$ cat src/hw/wolrf_pkg.sv
// Constants shared by the wake-on-LAN receive filter files
package wolrf_pkg;

   // ****************************************
   // Register map
   // ****************************************
   localparam logic [15:0] WOLRF_CFG_ADDR  = 16'h04a0;
   localparam logic [15:0] WOLRF_STAT_ADDR = 16'h04a1;
   localparam logic [15:0] WOLRF_MAC2_ADDR = 16'h04a2;
   localparam logic [15:0] WOLRF_MAC1_ADDR = 16'h04a3;
   localparam logic [15:0] WOLRF_MAC0_ADDR = 16'h04a4;
   localparam logic [15:0] WOLRF_PW0_ADDR  = 16'h04a5;
   localparam logic [15:0] WOLRF_PW1_ADDR  = 16'h04a6;
   localparam logic [15:0] WOLRF_PW2_ADDR  = 16'h04a7;
   localparam logic [15:0] WOLRF_PAT0_ADDR = 16'h04a8;
   localparam logic [15:0] WOLRF_PAT1_ADDR = 16'h04a9;
   localparam logic [15:0] WOLRF_PAT2_ADDR = 16'h04aa;

   // ****************************************
   // Configuration fields
   // ****************************************
   localparam int WOLRF_CFG_ORD_HI   = 15;
   localparam int WOLRF_CFG_ORD_LO   = 14;
   localparam int WOLRF_CFG_SFD_ALT  = 13;
   localparam int WOLRF_CFG_CRC_GATE = 12;
   localparam int WOLRF_CFG_LVL_CLR  = 11;
   localparam int WOLRF_CFG_WID_HI   = 10;
   localparam int WOLRF_CFG_WID_LO   = 9;
   localparam int WOLRF_CFG_LEVEL    = 8;
   localparam int WOLRF_CFG_WOL_EN   = 7;
   localparam int WOLRF_CFG_SECURE   = 5;
   localparam int WOLRF_CFG_PAT_EN   = 1;
   localparam int WOLRF_CFG_MAGIC_EN = 0;
   localparam logic [15:0] WOLRF_CFG_RST   = 16'h1000;
   localparam logic [15:0] WOLRF_CFG_WMASK = 16'hf7ff;

   // Status fields
   localparam int WOLRF_ST_SRC   = 12;
   localparam int WOLRF_ST_HACK  = 5;
   localparam int WOLRF_ST_PAT   = 1;
   localparam int WOLRF_ST_MAGIC = 0;

   // ****************************************
   // Frame constants
   // ****************************************
   localparam logic [1:0] WOLRF_ORD_NORMAL = 2'h0;
   localparam logic [1:0] WOLRF_ORD_BITREV = 2'h1;
   localparam logic [1:0] WOLRF_ORD_SWAPN  = 2'h2;
   localparam logic [1:0] WOLRF_ORD_NIBREV = 2'h3;
   localparam logic [7:0] WOLRF_SFD_NORMAL = 8'hd5;
   localparam logic [7:0] WOLRF_SFD_ALT    = 8'h5d;
   localparam logic [7:0] WOLRF_SYNC_BYTE  = 8'hff;
   localparam logic [2:0] WOLRF_SYNC_LEN   = 3'h6;
   localparam logic [2:0] WOLRF_LAST_BYTE  = 3'h5;
   localparam logic [2:0] WOLRF_PAT_LEN    = 3'h6;
   localparam logic [3:0] WOLRF_COPY_LAST  = 4'hf;

   // ****************************************
   // Wake pulse timing
   // ****************************************
   localparam int WOLRF_REF_PERIOD_PS = 8000;
   localparam int WOLRF_CLK_PERIOD_PS = 10000;
   localparam logic [6:0] WOLRF_PULSE8_CYC = 7'((8 * WOLRF_REF_PERIOD_PS
      + WOLRF_CLK_PERIOD_PS - 1) / WOLRF_CLK_PERIOD_PS);
   localparam logic [6:0] WOLRF_PULSE16_CYC = 7'((16 * WOLRF_REF_PERIOD_PS
      + WOLRF_CLK_PERIOD_PS - 1) / WOLRF_CLK_PERIOD_PS);
   localparam logic [6:0] WOLRF_PULSE32_CYC = 7'((32 * WOLRF_REF_PERIOD_PS
      + WOLRF_CLK_PERIOD_PS - 1) / WOLRF_CLK_PERIOD_PS);
   localparam logic [6:0] WOLRF_PULSE64_CYC = 7'((64 * WOLRF_REF_PERIOD_PS
      + WOLRF_CLK_PERIOD_PS - 1) / WOLRF_CLK_PERIOD_PS);

   typedef enum logic [1:0]
   {
      WOLRF_FR_IDLE = 2'h0,
      WOLRF_FR_HUNT = 2'h1,
      WOLRF_FR_BODY = 2'h3
   } wolrf_frame_t;

endpackage

$ cat src/hw/wolrf_byte_order.sv
// Receive byte reordering ahead of the wake filter
module wolrf_byte_order
(
   input  wire logic [1:0] ord,
   input  wire logic [7:0] din,
   output logic      [7:0] dout
);
   import wolrf_pkg::*;

   logic [7:0] rev_all;
   logic [7:0] rev_nib;

   for (genvar i = 0; i < 8; i++)
   begin : g_rev
      assign rev_all[i] = din[7 - i];
      assign rev_nib[i] = din[(i & 4) + 3 - (i & 3)];
   end

   // [RL1] Order select
   always_comb
   begin
      case (ord)
         WOLRF_ORD_NORMAL : dout = din;
         WOLRF_ORD_BITREV : dout = rev_all;
         WOLRF_ORD_SWAPN  : dout = {din[3:0], din[7:4]};
         default          : dout = rev_nib;
      endcase
   end

endmodule

$ cat src/hw/wolrf_rx_filter.sv
// Wake-on-LAN receive filter with its configuration registers
// Operation
// [RL1] Received byte is reordered by a two-bit field before filtering.
// [RL2] Delimiter searched is 0x5D when select bit set, else 0xD5.
// [RL3] CRC gate set: bad-CRC frame yields no status, interrupt or wake.
// [RL4] Writing level-clear drops held wake level; bit reads back zero.
// [RL5] Pulse mode width 8, 16, 32 or 64 reference clock cycles.
// [RL6] Indication select one gives held level, zero gives timed pulse.
// [RL7] Frame detection runs only while wake enable bit is one.
// [RL8] Password enable requires six-byte password inside magic packet.
// [RL9] Pattern enable raises interrupt on frame matching the pattern.
// [RL10] Magic enable raises interrupt on a valid magic packet.
// [RL11] Enabling wake switches interrupt source select to wake event.
// [RL12] Valid magic packet sets latched, read-cleared status flag.
// [RL13] Wrong password in magic packet sets latched, read-cleared flag.
// [RL14] Magic packet: six FF bytes then sixteen address copies, anywhere.
//
// The plain strobed port was left to the implementer.
module wolrf_rx_filter
(
   input  wire logic        clk,
   input  wire logic        sys_rst,
   input  wire logic [15:0] reg_addr,
   input  wire logic [15:0] reg_wdata,
   input  wire logic        reg_wr,
   input  wire logic        reg_rd,
   output logic      [15:0] reg_rdata,
   input  wire logic        rx_dv,
   input  wire logic        rx_byte_vld,
   input  wire logic [7:0]  rx_byte,
   input  wire logic        rx_end,
   input  wire logic        rx_crc_bad,
   output logic             wake_out,
   output logic             wake_irq,
   output logic             irq_src_wol
);
   import wolrf_pkg::*;

   // ****************************************
   // State
   // ****************************************
   typedef struct packed
   {
      logic [15:0]  cfg;
      logic         src_wol;
      logic         hack;
      logic         pat_st;
      logic         magic_st;
      logic [47:0]  mac;
      logic [47:0]  pw;
      logic [47:0]  pat;
      wolrf_frame_t fr;
      logic [2:0]   sync_cnt;
      logic         addr_ph;
      logic [2:0]   byte_idx;
      logic [3:0]   copy_cnt;
      logic         magic_seen;
      logic         pw_ph;
      logic [2:0]   pw_idx;
      logic         pw_ok;
      logic [2:0]   pat_idx;
      logic         pat_ok;
      logic [15:0]  rdata;
      logic         irq;
      logic         trig;
      logic         clr;
   } wolrf_state_t;

   wolrf_state_t st_ff;
   wolrf_state_t nxt_st;

   logic [7:0] ord_byte;
   logic [7:0] sfd_val;
   logic       wol_en;
   logic       byte_ok;
   logic       end_ok;
   logic       pw_good;
   logic       magic_ev;
   logic       hack_ev;
   logic       pat_ev;

   // Byte k of a six-byte field, lowest byte first
   function automatic logic [7:0] pick(input logic [47:0] v,
                                       input logic [2:0]  k);
      pick = v[8 * k +: 8];
   endfunction

   // Address bytes sit highest first in the field
   function automatic logic [7:0] mac_byte(input logic [47:0] v,
                                           input logic [2:0]  k);
      mac_byte = pick(v, WOLRF_LAST_BYTE - k);
   endfunction

   function automatic logic [15:0] stat_word(input wolrf_state_t s);
      stat_word = '0;
      stat_word[WOLRF_ST_SRC] = s.src_wol;
      stat_word[WOLRF_ST_HACK] = s.hack;
      stat_word[WOLRF_ST_PAT] = s.pat_st;
      stat_word[WOLRF_ST_MAGIC] = s.magic_st;
   endfunction

   // ****************************************
   // Data path
   // ****************************************
   wolrf_byte_order u_order
   (
      .ord  (st_ff.cfg[WOLRF_CFG_ORD_HI:WOLRF_CFG_ORD_LO]),
      .din  (rx_byte),
      .dout (ord_byte)
   );

   // [RL2] Delimiter select
   assign sfd_val = st_ff.cfg[WOLRF_CFG_SFD_ALT] ? WOLRF_SFD_ALT
                                                 : WOLRF_SFD_NORMAL;
   assign wol_en  = st_ff.cfg[WOLRF_CFG_WOL_EN];
   assign byte_ok = rx_dv && rx_byte_vld;

   // [RL3] With the CRC gate set, bad CRC suppresses every indication
   assign end_ok = (st_ff.fr == WOLRF_FR_BODY) && rx_end && wol_en
                   && !(st_ff.cfg[WOLRF_CFG_CRC_GATE] && rx_crc_bad);
   // Short frame ending inside the password counts as a mismatch
   assign pw_good = st_ff.pw_ok && !st_ff.pw_ph;
   // [RL8] Password gates the magic packet
   assign magic_ev = end_ok && st_ff.magic_seen
                     && (!st_ff.cfg[WOLRF_CFG_SECURE] || pw_good);
   assign hack_ev  = end_ok && st_ff.magic_seen
                     && st_ff.cfg[WOLRF_CFG_SECURE] && !pw_good;
   assign pat_ev   = end_ok && st_ff.pat_ok
                     && (st_ff.pat_idx == WOLRF_PAT_LEN);

   // ****************************************
   // Next state
   // ****************************************
   always_comb
   begin
      nxt_st = st_ff;
      nxt_st.rdata = '0;
      nxt_st.irq = 1'b0;
      nxt_st.trig = 1'b0;
      nxt_st.clr = 1'b0;

      // Register writes
      if (reg_wr)
      begin
         case (reg_addr)
            WOLRF_CFG_ADDR :
            begin
               nxt_st.cfg = reg_wdata & WOLRF_CFG_WMASK;
               // [RL4] Self-clearing level clear
               nxt_st.clr = reg_wdata[WOLRF_CFG_LVL_CLR];
               // [RL11] Source set when wake enable goes from zero to one; clearing enable leaves it
               if (reg_wdata[WOLRF_CFG_WOL_EN] && !wol_en)
                  nxt_st.src_wol = 1'b1;
            end
            WOLRF_STAT_ADDR : nxt_st.src_wol = reg_wdata[WOLRF_ST_SRC];
            WOLRF_MAC2_ADDR : nxt_st.mac[15:0] = reg_wdata;
            WOLRF_MAC1_ADDR : nxt_st.mac[31:16] = reg_wdata;
            WOLRF_MAC0_ADDR : nxt_st.mac[47:32] = reg_wdata;
            WOLRF_PW0_ADDR  : nxt_st.pw[15:0] = reg_wdata;
            WOLRF_PW1_ADDR  : nxt_st.pw[31:16] = reg_wdata;
            WOLRF_PW2_ADDR  : nxt_st.pw[47:32] = reg_wdata;
            WOLRF_PAT0_ADDR : nxt_st.pat[15:0] = reg_wdata;
            WOLRF_PAT1_ADDR : nxt_st.pat[31:16] = reg_wdata;
            WOLRF_PAT2_ADDR : nxt_st.pat[47:32] = reg_wdata;
            default         : nxt_st.clr = 1'b0;
         endcase
      end

      // Register reads; unmapped reads return zero
      if (reg_rd)
      begin
         case (reg_addr)
            WOLRF_CFG_ADDR :
               nxt_st.rdata = st_ff.cfg;
            WOLRF_STAT_ADDR :
            begin
               nxt_st.rdata = stat_word(st_ff);
               // [RL12] Flags clear on read
               nxt_st.hack = 1'b0;
               nxt_st.pat_st = 1'b0;
               nxt_st.magic_st = 1'b0;
            end
            WOLRF_MAC2_ADDR : nxt_st.rdata = st_ff.mac[15:0];
            WOLRF_MAC1_ADDR : nxt_st.rdata = st_ff.mac[31:16];
            WOLRF_MAC0_ADDR : nxt_st.rdata = st_ff.mac[47:32];
            WOLRF_PW0_ADDR  : nxt_st.rdata = st_ff.pw[15:0];
            WOLRF_PW1_ADDR  : nxt_st.rdata = st_ff.pw[31:16];
            WOLRF_PW2_ADDR  : nxt_st.rdata = st_ff.pw[47:32];
            WOLRF_PAT0_ADDR : nxt_st.rdata = st_ff.pat[15:0];
            WOLRF_PAT1_ADDR : nxt_st.rdata = st_ff.pat[31:16];
            WOLRF_PAT2_ADDR : nxt_st.rdata = st_ff.pat[47:32];
            default         : nxt_st.rdata = '0;
         endcase
      end

      // Frame tracking
      case (st_ff.fr)
         WOLRF_FR_IDLE :
         begin
            // [RL7] Detection only while enabled
            if (wol_en && rx_dv)
               nxt_st.fr = WOLRF_FR_HUNT;
         end
         WOLRF_FR_HUNT :
         begin
            if (!rx_dv || !wol_en)
               nxt_st.fr = WOLRF_FR_IDLE;
            // [RL2] Delimiter found
            else if (byte_ok && ord_byte == sfd_val)
            begin
               nxt_st.fr = WOLRF_FR_BODY;
               nxt_st.sync_cnt = '0;
               nxt_st.addr_ph = 1'b0;
               nxt_st.byte_idx = '0;
               nxt_st.copy_cnt = '0;
               nxt_st.magic_seen = 1'b0;
               nxt_st.pw_ph = 1'b0;
               nxt_st.pw_idx = '0;
               nxt_st.pw_ok = 1'b0;
               nxt_st.pat_idx = '0;
               nxt_st.pat_ok = 1'b1;
            end
         end
         WOLRF_FR_BODY :
         begin
            // [RL7] Disable abandons the frame
            if (!wol_en || rx_end)
               nxt_st.fr = WOLRF_FR_IDLE;
            else if (byte_ok)
            begin
               // [RL14] Address copies after sync run
               if (st_ff.addr_ph)
               begin
                  if (ord_byte == mac_byte(st_ff.mac, st_ff.byte_idx))
                  begin
                     if (st_ff.byte_idx != WOLRF_LAST_BYTE)
                        nxt_st.byte_idx = st_ff.byte_idx + 3'h1;
                     else if (st_ff.copy_cnt != WOLRF_COPY_LAST)
                     begin
                        nxt_st.byte_idx = '0;
                        nxt_st.copy_cnt = st_ff.copy_cnt + 4'h1;
                     end
                     else
                     begin
                        nxt_st.addr_ph = 1'b0;
                        nxt_st.magic_seen = 1'b1;
                        nxt_st.pw_ph = 1'b1;
                        nxt_st.pw_idx = '0;
                        nxt_st.pw_ok = 1'b1;
                     end
                  end
                  else
                  begin
                     // Mismatch restarts the search at this byte
                     nxt_st.addr_ph = 1'b0;
                     nxt_st.sync_cnt = (ord_byte == WOLRF_SYNC_BYTE)
                                       ? 3'h1 : 3'h0;
                  end
               end
               // [RL14] Sync run of FF bytes
               else if (!st_ff.magic_seen)
               begin
                  if (ord_byte == WOLRF_SYNC_BYTE)
                  begin
                     if (st_ff.sync_cnt != WOLRF_SYNC_LEN)
                        nxt_st.sync_cnt = st_ff.sync_cnt + 3'h1;
                  end
                  else if (st_ff.sync_cnt == WOLRF_SYNC_LEN
                           && ord_byte == mac_byte(st_ff.mac, '0))
                  begin
                     nxt_st.addr_ph = 1'b1;
                     nxt_st.byte_idx = 3'h1;
                     nxt_st.copy_cnt = '0;
                  end
                  else
                     nxt_st.sync_cnt = '0;
               end
               // [RL8] Password follows the last copy
               if (st_ff.pw_ph)
               begin
                  if (ord_byte != pick(st_ff.pw, st_ff.pw_idx))
                     nxt_st.pw_ok = 1'b0;
                  if (st_ff.pw_idx == WOLRF_LAST_BYTE)
                     nxt_st.pw_ph = 1'b0;
                  else
                     nxt_st.pw_idx = st_ff.pw_idx + 3'h1;
               end
               // Pattern compared against the first payload bytes
               if (st_ff.pat_idx != WOLRF_PAT_LEN)
               begin
                  if (ord_byte != pick(st_ff.pat, st_ff.pat_idx))
                     nxt_st.pat_ok = 1'b0;
                  nxt_st.pat_idx = st_ff.pat_idx + 3'h1;
               end
            end
         end
         default : nxt_st.fr = WOLRF_FR_IDLE;
      endcase

      // Events; a set beats a read clear in the same cycle
      // [RL12] Magic status
      if (magic_ev)
         nxt_st.magic_st = 1'b1;
      // [RL13] Password mismatch flag
      if (hack_ev)
         nxt_st.hack = 1'b1;
      if (pat_ev)
         nxt_st.pat_st = 1'b1;
      // [RL10] Magic interrupt and wake
      // [RL9] Pattern interrupt and wake
      if ((magic_ev && st_ff.cfg[WOLRF_CFG_MAGIC_EN])
          || (pat_ev && st_ff.cfg[WOLRF_CFG_PAT_EN]))
      begin
         nxt_st.irq = 1'b1;
         nxt_st.trig = 1'b1;
      end
   end

   always_ff @(posedge clk)
   begin
      if (sys_rst)
      begin
         st_ff <= '0;
         st_ff.cfg <= WOLRF_CFG_RST;
         st_ff.fr <= WOLRF_FR_IDLE;
      end
      else
         st_ff <= nxt_st;
   end

   // ****************************************
   // Indication and outputs
   // ****************************************
   // [RL5] Width and mode steer the indicator
   wolrf_wake_ind u_ind
   (
      .clk       (clk),
      .sys_rst   (sys_rst),
      .trig      (st_ff.trig),
      .lvl_mode  (st_ff.cfg[WOLRF_CFG_LEVEL]),
      .width_sel (st_ff.cfg[WOLRF_CFG_WID_HI:WOLRF_CFG_WID_LO]),
      .lvl_clr   (st_ff.clr),
      .wake_out  (wake_out)
   );

   assign reg_rdata   = st_ff.rdata;
   assign wake_irq    = st_ff.irq;
   assign irq_src_wol = st_ff.src_wol;

   // ****************************************
   // Checks
   // ****************************************
   nibble_swap_a: assert property (@(posedge clk) disable iff (sys_rst) // [RL1]
      st_ff.cfg[WOLRF_CFG_ORD_HI:WOLRF_CFG_ORD_LO] == WOLRF_ORD_SWAPN
      |-> ord_byte == {rx_byte[3:0], rx_byte[7:4]})
      else $error("nibble swap order wrong");

   sfd_hunt_a: assert property (@(posedge clk) disable iff (sys_rst) // [RL2]
      st_ff.fr == WOLRF_FR_HUNT && wol_en && byte_ok
      && ord_byte == sfd_val |=> st_ff.fr == WOLRF_FR_BODY)
      else $error("delimiter not taken");

   crc_gate_a: assert property (@(posedge clk) disable iff (sys_rst) // [RL3]
      rx_end && rx_crc_bad && st_ff.cfg[WOLRF_CFG_CRC_GATE]
      |=> !wake_irq && !st_ff.trig)
      else $error("bad CRC frame gave an indication");

   level_clr_a: assert property (@(posedge clk) disable iff (sys_rst) // [RL4]
      reg_wr && reg_addr == WOLRF_CFG_ADDR
      && reg_wdata[WOLRF_CFG_LVL_CLR] && reg_wdata[WOLRF_CFG_LEVEL]
      && !st_ff.trig ##1 !st_ff.trig |=> !wake_out)
      else $error("level clear ignored");

   wol_off_a: assert property (@(posedge clk) disable iff (sys_rst) // [RL7]
      !wol_en |=> st_ff.fr == WOLRF_FR_IDLE && !st_ff.trig)
      else $error("detection while disabled");

   pw_block_a: assert property (@(posedge clk) disable iff (sys_rst) // [RL8]
      end_ok && st_ff.magic_seen && st_ff.cfg[WOLRF_CFG_SECURE] && !pw_good
      && !st_ff.magic_st |=> !st_ff.magic_st && st_ff.hack)
      else $error("magic accepted without password");

   pat_irq_a: assert property (@(posedge clk) disable iff (sys_rst) // [RL9]
      pat_ev && st_ff.cfg[WOLRF_CFG_PAT_EN] |=> wake_irq ##2 wake_out)
      else $error("pattern interrupt missing");

   magic_irq_a: assert property (@(posedge clk) disable iff (sys_rst) // [RL10]
      magic_ev && st_ff.cfg[WOLRF_CFG_MAGIC_EN] |=> wake_irq && st_ff.trig)
      else $error("magic interrupt missing");

   src_switch_a: assert property (@(posedge clk) disable iff (sys_rst) // [RL11]
      reg_wr && reg_addr == WOLRF_CFG_ADDR && reg_wdata[WOLRF_CFG_WOL_EN]
      && !wol_en |=> irq_src_wol)
      else $error("interrupt source not switched");

   magic_clr_a: assert property (@(posedge clk) disable iff (sys_rst) // [RL12]
      reg_rd && reg_addr == WOLRF_STAT_ADDR && !magic_ev
      |=> !st_ff.magic_st)
      else $error("magic status not cleared on read");

   hack_flag_a: assert property (@(posedge clk) disable iff (sys_rst) // [RL13]
      hack_ev |=> st_ff.hack ##1 (st_ff.hack || $past(reg_rd)))
      else $error("password mismatch flag lost");

   magic_copies_a: assert property (@(posedge clk) disable iff (sys_rst) // [RL14]
      $rose(st_ff.magic_seen) |-> $past(st_ff.copy_cnt) == WOLRF_COPY_LAST
      && $past(st_ff.byte_idx) == WOLRF_LAST_BYTE)
      else $error("magic seen before sixteen copies");

endmodule

$ cat src/hw/wolrf_wake_ind.sv
// Wake indication output: timed pulse or held level
module wolrf_wake_ind
(
   input  wire logic       clk,
   input  wire logic       sys_rst,
   input  wire logic       trig,
   input  wire logic       lvl_mode,
   input  wire logic [1:0] width_sel,
   input  wire logic       lvl_clr,
   output logic            wake_out
);
   import wolrf_pkg::*;

   typedef struct packed
   {
      logic       act;
      logic [6:0] cnt;
   } wolrf_ind_t;

   wolrf_ind_t st_ff;
   wolrf_ind_t nxt_st;

   function automatic logic [6:0] pulse_cyc(input logic [1:0] sel);
      case (sel)
         2'h0    : pulse_cyc = WOLRF_PULSE8_CYC;
         2'h1    : pulse_cyc = WOLRF_PULSE16_CYC;
         2'h2    : pulse_cyc = WOLRF_PULSE32_CYC;
         default : pulse_cyc = WOLRF_PULSE64_CYC;
      endcase
   endfunction

   always_comb
   begin
      nxt_st = st_ff;
      if (lvl_mode)
      begin
         // [RL4] Clear held level
         if (lvl_clr)
            nxt_st.act = 1'b0;
      end
      else if (st_ff.act)
      begin
         if (st_ff.cnt == '0)
            nxt_st.act = 1'b0;
         else
            nxt_st.cnt = st_ff.cnt - 7'h01;
      end
      // [RL6] New event wins over clear
      if (trig)
      begin
         nxt_st.act = 1'b1;
         nxt_st.cnt = pulse_cyc(width_sel) - 7'h01;
      end
   end

   always_ff @(posedge clk)
   begin
      if (sys_rst)
         st_ff <= '0;
      else
         st_ff <= nxt_st;
   end

   assign wake_out = st_ff.act;

   // [RL5] Pulse width load
   pulse_load_a: assert property (@(posedge clk) disable iff (sys_rst) // [RL5]
      trig && !lvl_mode |=> wake_out && st_ff.cnt == pulse_cyc(
      $past(width_sel)) - 7'h01)
      else $error("wake pulse not loaded with its width");

   // [RL5] Pulse ends on count
   pulse_end_a: assert property (@(posedge clk) disable iff (sys_rst) // [RL5]
      wake_out && !lvl_mode && st_ff.cnt == '0 && !trig |=> !wake_out)
      else $error("wake pulse outlived its width");

   // [RL6] Level held
   level_hold_a: assert property (@(posedge clk) disable iff (sys_rst) // [RL6]
      wake_out && lvl_mode && !lvl_clr ##1 lvl_mode && !lvl_clr
      |-> wake_out)
      else $error("wake level dropped without clear");

endmodule

$ cat config.mk
export PLATFORM = sky130hd
export DESIGN_NAME = wolrf_rx_filter
export DESIGN_NICKNAME = d
export VERILOG_FILES = /design/src/hw/wolrf_pkg.sv /design/src/hw/wolrf_byte_order.sv /design/src/hw/wolrf_rx_filter.sv /design/src/hw/wolrf_wake_ind.sv
export SDC_FILE = /design/constraint.sdc
export NUM_CORES = 1
export LEC_CHECK = 0
export ABC_AREA = 1
export BUFFER_PORTS_ARGS = -buffer_cell sky130_fd_sc_hd__buf_2
export CAP_MARGIN = 20
export CORE_AREA = 2 2 145 147
export CTS_BUF_LIST = sky130_fd_sc_hd__clkbuf_4 sky130_fd_sc_hd__clkbuf_8
export CTS_CLUSTER_DIAMETER = 30
export DETAILED_ROUTE_END_ITERATION = 10
export DIE_AREA = 0 0 147 149
export GPL_TIMING_DRIVEN = 0
export PLACE_DENSITY = 0.87
export SYNTH_ARGS = -nofsm -noshare
export SYNTH_HDL_FRONTEND = slang
export SYNTH_SLANG_ARGS = --single-unit
$ cat constraint.sdc
create_clock -name clk -period 3.8 [get_ports clk]
set_clock_uncertainty 0.2 [all_clocks]
set_input_delay 0.38 -clock clk [delete_from_list [all_inputs] [get_ports clk]]
set_output_delay 0.38 -clock clk [all_outputs]
set_load 0.005 [all_outputs]
==> results of run 1 <==
==> per-stage QoR <==
step | hold slack, ns | setup WS [ns] | std cells | power, W
final | 0.03211 | 0.4849 | 2223 | 0.005492
after floorplan | 0.2241 | 1.400 | 1809 | 0.002405
after global routing | 0.06906 | 0.2564 | 2223 | 0.005587
after detailed placement | 0.2458 | 0.4372 | 2135 | 0.002525
after global placement | 0.2398 | 0.4998 | 2135 | 0.002521
after CTS | 0.02443 | 0.6285 | 2223 | 0.005447
==> synthesized netlist by cell type, types with 16 or more instances <==
master	count
a21oi_1	230
buf_4	17
clkbuf_1	75
dfxtp_1	212
ha_1	16
inv_1	250
nand2_1	278
nand3_1	121
nand4_1	18
nor2_1	114
nor3_1	32
o211ai_1	24
o21ai_0	220
o22ai_1	69
==> worst max-delay path, stage by stage (launching register included) <==
cell and delay, ns:
dfxtp_1 0.36, clkinv_1 0.33, ha_1 0.52, inv_2 0.13
nor2_2 0.29, o211ai_1 0.23, nand3_1 0.14, nand2_1 0.06
nor2_1 0.11, nand2_1 0.11, nor2_4 0.26, nand2_1 0.14
nand2_2 0.11, nand2_2 0.06, nand2_1 0.07, nand2_1 0.06
nor2_1 0.08
==> worst max path at each step <==
stage	startpoint	endpoint	slack [ns]	cells after the start
2_1_floorplan	st_ff[34]	st_ff[35]	1.40	15
6_report	st_ff[34]	st_ff[33]	0.48	16
3_5_place_dp	reg_addr[15]	reg_rdata[7]	0.44	10
4_1_cts	st_ff[34]	st_ff[33]	0.63	16
3_3_place_gp	reg_addr[14]	reg_rdata[7]	0.50	10
5_1_grt	st_ff[34]	st_ff[33]	0.26	16
==> routing by layer <==
metal  GRT usage, %  share of wire [%]
met2          70.23                 42
met3          10.40                 13
met5              0                  0
met1          57.89                 37
met4          31.78                8.3
==> sequential cells by signal (all words and copies together) (netlist names) <==
signal / flops
u_ind.st_ff: 7
wake_irq: 1
reg_rdata: 16
u_ind.wake_out: 1
st_ff: 186
irq_src_wol: 1
==> cell usage in the layout (no fill, tap or decap), types with 14 or more instances in the layout <==
cell,n
nand2_1,278
inv_1,250
a21oi_1,230
o21ai_0,220
dfxtp_1,212
nand3_1,121
nor2_1,114
clkbuf_1,75
o22ai_1,69
buf_2,59
clkbuf_8,59
nor3_1,32
o211ai_1,24
nand4_1,18
buf_4,17
ha_1,16
buf_1,15
nand3_2,15
xor2_1,14
==> power by group through the flow <==
| stage | sequential [W] | combinational [W] | clock (W) |
|---|---|---|---|
| global route | 0.00222 | 0.000282 | 0.00308 |
| CTS | 0.00222 | 0.000254 | 0.00297 |
| global placement | 0.00227 | 0.000249 | 0 |
| floorplan | 0.00227 | 0.000133 | 0 |
| finish | 0.00222 | 0.000270 | 0.00300 |
| detailed placement | 0.00227 | 0.000253 | 0 |
==> cell families (layout without fill, tap and decap cells) <==
| group | count (synthesis) | after routing | share of synthesized area, % |
|---|---|---|---|
| simple gates | 622 | 622 | 23.96 |
| compound gates | 560 | 560 | 24.91 |
| buf+inv | 383 | 522 | 13.03 |
| flops | 212 | 212 | 35.27 |
| fa+ha+maj | 16 | 16 | 1.664 |
| xor+xnor | 16 | 16 | 1.165 |
==> layout make-up <==
type | count | share of cell area (%)
Buffer | 121 | 4.225
Clock buffer | 67 | 6.332
Clock inverter | 20 | 1.872
Inverter | 262 | 7.159
Multi-Input combinational cell | 1214 | 45.17
Sequential cell | 212 | 30.82
Tap cell | 275 | 2.498
Timing Repair Buffer | 52 | 1.926
==> what timing repair did <==
| action | in CTS | in global routing |
|---|---|---|
| endpoints found under the hold margin | 1 | 0 |
| hold buffers | 1 | 0 |
| setup buffers | 0 | 0 |
==> impl_metrics.py, run 1 <==
metrics = {
    "clock_tree": {
        "clock_sinks": 212,
        "cts_tree": "done",
        "clk_pin_slew_ns": 0.06,
        "clockRootBuffer": "clkbuf_8",
        "clk-insertion-delay-late_ns": 0.58,
        "cts_resized": 0,
        "cts_max_level": 2,
        "cts_buffers": 48,
        "clk_path_buf_depth": 3,
    },
    "floorplan": {
        "placementRows": 53,
        "coreArea_mm2": 0.02056,
        "die_x_um": 147,
        "ios": 67,
        "die_area_mm2": 0.02190,
        "die_h_um": 149,
        "start_util_pct": 58.53,
    },
    "finish": {
        "nFillCells": 1817,
        "multi_input_area_mm2": 0.006221,
        "final_area_mm2": 0.01377,
        "syn_to_final_growth_pct": 14.45,
        "regArea_mm2": 0.004244,
        "n_antenna_cell": 0,
        "drive_above_1_share_pct": 11.70,
        "fin_nets": 1975,
        "fin_util_pct": 66.99,
    },
    "sta": {
        "drv_slew": 0,
        "rsz0062_at_grt": "false",
        "setup_violations": 0,
        "fmax_ghz": 0.3017,
        "period_needed_ns": 3.315,
        "final.setup.tns_ns": 0,
        "relSlewSlack_pct": 27.03,
        "hold_viol": 0,
        "worstMarginPinSlew_ns": 1.095,
        "finalCritPeriodShare_pct": 87.24,
    },
    "placement": {
        "placed_area_mm2": 0.01263,
        "gp_congestion": 1.043,
        "port_buffers": 51,
        "dp_hpwl_um": 38490,
    },
    "routing": {
        "finalWirelength_um": 51430,
        "first_pass_iters": 8,
        "vias_per_cell": 6.206,
        "wl_per_cell_um": 23.13,
        "num_vias": 13800,
        "ant_nets": 0,
        "drtIter0Drc": 2110,
        "drc_errors": 0,
    },
    "hold_path": {
        "min_path_cells": 5,
        "hp-start": "reg_rd",
        "hold_path.class": "in -> reg",
        "holdPathEnd": "reg_rdata[0]",
    },
    "setup_path": {
        "cp_max_fo": 9,
        "required_ns": 4.12,
        "cp_data_arrival_time_ns": 3.63,
        "worst-setup-path-type": "reg -> reg",
        "rr_worst_depth": 16,
        "ff2ff_setup_slack_ns": 0.48,
        "rr_endpoint": "st_ff[33]",
        "crit_path_start_kind": "flip-flop",
        "worstSetupEndpointType": "flip-flop",
        "r2r-start": "st_ff[34]",
    },
    "pwr": {
        "power_density_mw_per_mm2": 398.8,
        "intPower_w": 0.004125,
        "p_comb_share_pct": 4.9,
        "clkPwrFrac_pct": 54.6,
        "p_leak_nw": 5.360,
        "switching_share_pct": 24.89,
        "vdd_drop_max_uv": 305.5,
        "pwr-share-seq_pct": 40.5,
        "power_switching_w": 0.001367,
    },
    "yosys": {
        "avgSynthCellArea_um2": 6.652,
        "synth_cell_type_count": 49,
        "synth_seq_area_share_pct": 35.27,
        "yosys_warnings": 0,
        "syn_nets": 1873,
        "yosys.area.top_type": "dfxtp_1",
        "async_reset_ff_share_pct": 0,
        "netlist_instances": 1809,
        "yosysTopAreaCellShare_pct": 35.27,
        "synth_area_leaders": "dfxtp_1, a21oi_1, o21ai_0, nand2_1, inv_1",
        "ys_seq_elements": 212,
        "synth_edf_count": 0,
        "synthFlopType": "dfxtp_1",
        "synth_area_mm2": 0.01203,
    },
    "outcome": {
        "status": "finished, final reports clean",
    },
    "global_routing": {
        "track_usage_pct": 45.94,
        "grt-ovfl-total": 0,
        "grt_max_degree": 13,
        "grt_pass1_wl_um": 74630,
        "antenna_found_initial": 0,
        "grt_pass1_vias": 12400,
    },
    "job": {
        "drv_cap": 0,
    },
}
No activity file was read; power rests on OpenSTA's default activity.
==> run 2: changes to the inputs <==
CORE_AREA = 2 2 133 161   (was 2 2 145 147)
DIE_AREA = 0 0 135 163   (was 0 0 147 149)
HOLD_SLACK_MARGIN = 0.06   (was not set)
PLACE_DENSITY = 0.77   (was 0.87)
==> impl_metrics.py, run 2 (same netlist as run 1, synthesis figures left out) <==
metrics = {
    "finish": {
        "regMostFlops": "st_ff",
        "fin_nets": 1975,
        "n_antenna_cell": 0,
        "drive_above_1_share_pct": 11.56,
        "layout_commonest_cell": "nand2_1",
        "syn_to_final_growth_pct": 14.85,
        "final_cell_mix": "nand2_1, inv_1, a21oi_1, o21ai_0, dfxtp_1",
        "fin_util_pct": 67.05,
        "final_area_mm2": 0.01382,
        "largest_reg_flops": 186,
        "nFillCells": 1860,
    },
    "routing": {
        "first_pass_iters": 6,
        "drtIter0Drc": 1798,
        "finalWirelength_um": 52370,
        "drc_errors": 0,
        "ant_nets": 0,
        "num_vias": 13780,
        "wl_per_cell_um": 23.62,
        "vias_per_cell": 6.214,
    },
    "setup_path": {
        "cp_data_arrival_time_ns": 3.48,
        "crit_chain": "clkinv_1 -> ha_1 -> inv_2 -> nor2_2 -> o211ai_1 -> nand2_1 -> nand2_1 -> nand2_1 -> nand2_1 -> nor2_1 -> nand2_1 -> nand2_1 -> nand2_1 -> nor2_2 -> nand2_1 -> inv_1 -> nor2_1",
        "critical_path.max_stage_delay_ns": 0.39,
        "cp_common_cell": "nand2_1",
        "r2r-start": "st_ff[34]",
        "crit_path_start_kind": "flip-flop",
        "crit_start": "st_ff[34]",
        "required_ns": 4.05,
        "slowest_stage": "ha_1",
        "worst-setup-path-type": "reg -> reg",
        "cp_max_fo": 9,
        "worstSetupEndpointType": "flip-flop",
    },
    "floorplan": {
        "ios": 67,
        "coreArea_mm2": 0.02061,
        "die_area_mm2": 0.02201,
        "placementRows": 58,
        "die_h_um": 163,
        "start_util_pct": 58.38,
        "die_x_um": 135,
    },
    "sta": {
        "final.setup.tns_ns": 0,
        "relSlewSlack_pct": 18.35,
        "setup_violations": 0,
        "period_needed_ns": 3.228,
        "fin_hold_ws_ns": 0.08331,
        "hold_viol": 0,
        "drv_slew": 0,
        "worstMarginPinSlew_ns": 1.225,
        "rsz0062_at_grt": "false",
        "fmax_ghz": 0.3098,
        "finalCritPeriodShare_pct": 84.94,
    },
    "clock_tree": {
        "cts_tree": "done",
        "cts_resized": 0,
        "cts_setup_buffers": 0,
        "clock_sinks": 212,
        "cts_max_level": 2,
        "cts_buffers": 46,
        "clk_path_buf_depth": 3,
        "clockRootBuffer": "clkbuf_8",
        "clk-insertion-delay-late_ns": 0.58,
        "clk_pin_slew_ns": 0.06,
        "holdBufCountCts": 3,
    },
    "global_routing": {
        "track_usage_pct": 47.13,
        "antenna_found_initial": 1,
        "grt-ovfl-total": 0,
        "grt_pass1_vias": 12650,
        "grt_pass1_wl_um": 76280,
        "grt_max_degree": 13,
    },
    "pwr": {
        "p_total_w": 0.005616,
        "switching_share_pct": 24.31,
        "power_switching_w": 0.001365,
        "intPower_w": 0.004251,
        "vdd_drop_max_uv": 444.3,
        "p_comb_share_pct": 4.9,
        "p_leak_nw": 5.394,
        "pwr-share-seq_pct": 39.6,
        "clkPwrFrac_pct": 55.5,
        "power_density_mw_per_mm2": 406.4,
    },
    "placement": {
        "port_buffers": 51,
        "dp_hpwl_um": 38860,
        "gp_congestion": 1.103,
        "placed_area_mm2": 0.01263,
    },
    "outcome": {
        "status": "finished, final reports clean",
    },
    "job": {
        "drv_cap": 0,
    },
    "hold_path": {
        "hold_path.class": "in -> reg",
        "hp-start": "rx_end",
    },
}
run 2: worst max-delay path: cells and delay by family, from the launching register on:
family | cells | cell delay, ns
compound gates | 1 | 0.22
simple gates | 12 | 1.53
flops | 1 | 0.36
buf+inv | 3 | 0.45
fa+ha+maj | 1 | 0.39
run 2: through the flow:
step	setup slack (ns)	instances
global route	0.2593	2217
finish	0.5724	2217
detailed placement	0.5177	2130
global placement	0.5298	2130
floorplan	1.400	1809
CTS	0.6613	2217
run 2: area by class of cell:
cell class	count	area, µm²	share of cell area, %
multi-input combinational	1214	6221	45.02
sequential	212	4244	30.71
inverter	262	985.9	7.134
clock buffer	61	814.5	5.894
buffer	121	581.8	4.210
clock inverter	23	349.1	2.526
tap	270	337.8	2.445
timing repair buffer	54	285.3	2.064
run 2: path summary, 6_finish.rpt:
kind / end / slack [ns] / cells after the start
max: st_ff[33] / 0.57 / 17
min: st_ff[188] / 0.08 / 5
max reg2reg: st_ff[33] / 0.57 / 17
min reg2reg: st_ff[193] / 0.25 / 2
run 2: layer usage:
metal	track usage, %	vias to the layer above	share of wire, %
met5	0	-	0
met4	38.26	0	10
met3	11.55	291	12
met2	72.27	966	43
met1	55.80	6270	35
li1	-	6249	-
run 2: power by group through the flow:
stage / Clock (W) / Combinational (W) / Sequential (W)
6_report: 0.00312 / 0.000275 / 0.00222
5_1_grt: 0.00319 / 0.000288 / 0.00222
4_1_cts: 0.00310 / 0.000257 / 0.00222
3_5_place_dp: 0 / 0.000254 / 0.00227
3_3_place_gp: 0 / 0.000251 / 0.00227
2_1_floorplan: 0 / 0.000133 / 0.00227
==> run 3: changes to the inputs <==
clock period = 3.15 ns   (was 3.8 ns; I/O delays follow)
==> impl_metrics.py, run 3 (same netlist as run 1, synthesis figures left out) <==
metrics = {
    "global_routing": {
        "track_usage_pct": 47.17,
        "grt_pass1_wl_um": 76360,
        "antenna_found_initial": 1,
        "grt_pass1_vias": 12680,
        "grt-ovfl-total": 0,
        "grt_max_degree": 13,
    },
    "clock_tree": {
        "clk_pin_slew_ns": 0.06,
        "clk_path_buf_depth": 3,
        "clock_sinks": 212,
        "clockRootBuffer": "clkbuf_8",
        "cts_buffers": 46,
        "clk-insertion-delay-late_ns": 0.59,
        "cts_max_level": 2,
        "cts_tree": "done",
    },
    "floorplan": {
        "start_util_pct": 58.38,
        "die_area_mm2": 0.02201,
        "coreArea_mm2": 0.02061,
        "placementRows": 58,
        "die_h_um": 163,
        "ios": 67,
        "die_x_um": 135,
    },
    "routing": {
        "drtIter0Drc": 1773,
        "first_pass_iters": 7,
        "ant_nets": 0,
        "wl_per_cell_um": 23.59,
        "num_vias": 13770,
        "finalWirelength_um": 52410,
        "vias_per_cell": 6.197,
        "drc_errors": 0,
    },
    "finish": {
        "n_antenna_cell": 0,
        "final_area_mm2": 0.01388,
        "fin_nets": 1980,
        "drive_above_1_share_pct": 11.63,
        "layout_commonest_cell": "nand2_1",
        "largest_reg_flops": 186,
        "final_cell_mix": "nand2_1, inv_1, a21oi_1, o21ai_0, dfxtp_1",
        "multi_input_area_mm2": 0.006231,
        "nFillCells": 1855,
        "syn_to_final_growth_pct": 15.36,
        "regMostFlops": "st_ff",
        "regArea_mm2": 0.004244,
    },
    "setup_path": {
        "worstSetupEndpointType": "flip-flop",
        "rr_endpoint": "st_ff[33]",
        "cp_data_arrival_time_ns": 3.24,
        "worst-setup-path-type": "in -> reg",
        "required_ns": 3.44,
        "crit_path_start_kind": "input pin",
        "rr_worst_depth": 16,
        "cp_max_fo": 10,
        "r2r-start": "st_ff[204]",
        "ff2ff_setup_slack_ns": 0.24,
    },
    "placement": {
        "placed_area_mm2": 0.01263,
        "gp_congestion": 1.103,
        "port_buffers": 51,
        "dp_hpwl_um": 38860,
    },
    "hold_path": {
        "hp-start": "reg_wdata[11]",
        "holdPathEnd": "st_ff[0]",
        "hold_path.class": "in -> reg",
        "min_path_cells": 2,
    },
    "outcome": {
        "status": "finished, final reports clean",
    },
    "sta": {
        "finalCritPeriodShare_pct": 93.66,
        "worstMarginPinSlew_ns": 1.203,
        "relSlewSlack_pct": 19.82,
        "fin_hold_ws_ns": 0.1239,
        "setup_violations": 0,
        "fmax_ghz": 0.3389,
        "hold_viol": 0,
        "drv_slew": 0,
        "period_needed_ns": 2.950,
        "rsz0062_at_grt": "false",
    },
    "job": {
        "drv_cap": 0,
    },
    "pwr": {
        "vdd_drop_max_uv": 536.0,
        "p_leak_nw": 5.420,
        "power_density_mw_per_mm2": 488.2,
    },
}
run 3: timing repair:
item                                    4_1_cts  5_1_grt
hold buffers                                  7        0
endpoints found under the setup margin        0       15
buffers inserted                              0        1
gates resized for setup                       0        3
hold endpoints to repair                      9        0
run 3: stage by stage:
step | total power [W] | utilization, % | std cells | setup TNS (ns) | worst slack, ns
global route | 0.006881 | 67.35 | 2222 | 0 | 0.06241
global placement | 0.003043 | 61.26 | 2130 | -0.09202 | -0.05523
CTS | 0.006730 | 67.25 | 2221 | 0 | 0.01133
finish | 0.006777 | 67.35 | 2222 | 0 | 0.1996
floorplan | 0.002901 | - | 1809 | 0 | 0.7502
detailed placement | 0.003047 | 61.26 | 2130 | -0.1381 | -0.06726
run 3: layout make-up:
type / instances / area share [%]
multi-input cells: 1214 / 44.89
flip-flops and latches: 212 / 30.58
inverters: 262 / 7.130
clock buffers: 61 / 5.868
plain buffers: 121 / 4.191
clock inverters: 23 / 2.515
well taps: 270 / 2.434
repair buffers: 59 / 2.398
run 3: worst max-delay path by stage:
stage | start | end | slack [ns] | cells past startpoint
after detailed placement | reg_addr[15] | reg_rdata[8] | -0.07 | 12
after CTS | st_ff[34] | st_ff[33] | 0.01 | 17
after global placement | reg_addr[14] | reg_rdata[8] | -0.06 | 12
after global routing | st_ff[204] | st_ff[33] | 0.06 | 16
after floorplan | st_ff[34] | st_ff[35] | 0.75 | 15
final | sys_rst | st_ff[185] | 0.20 | 7
run 3: critical path, stage by stage:
cell and delay, ns:
dlygate4sd3_1 0.53, clkbuf_1 0.28, clkinv_1 0.25, clkbuf_1 0.70
clkbuf_1 0.73, o21ai_0 0.25, a21oi_1 0.17
run 3: per-layer routing:
layer / global-route usage, % / vias to the layer above / share of wire, %
met4: 38.40 / 0 / 11
li1: - / 6262 / -
met3: 11.58 / 332 / 12
met5: 0 / - / 0
met1: 55.80 / 6153 / 35
met2: 72.34 / 1023 / 42
run 3: where the power goes:
group / switching [W] / internal [W] / total, W
clock: 0.00139 / 0.00237 / 0.00376
sequential: 0.0000000197 / 0.00268 / 0.00268
combinational: 0.000257 / 0.0000778 / 0.000335
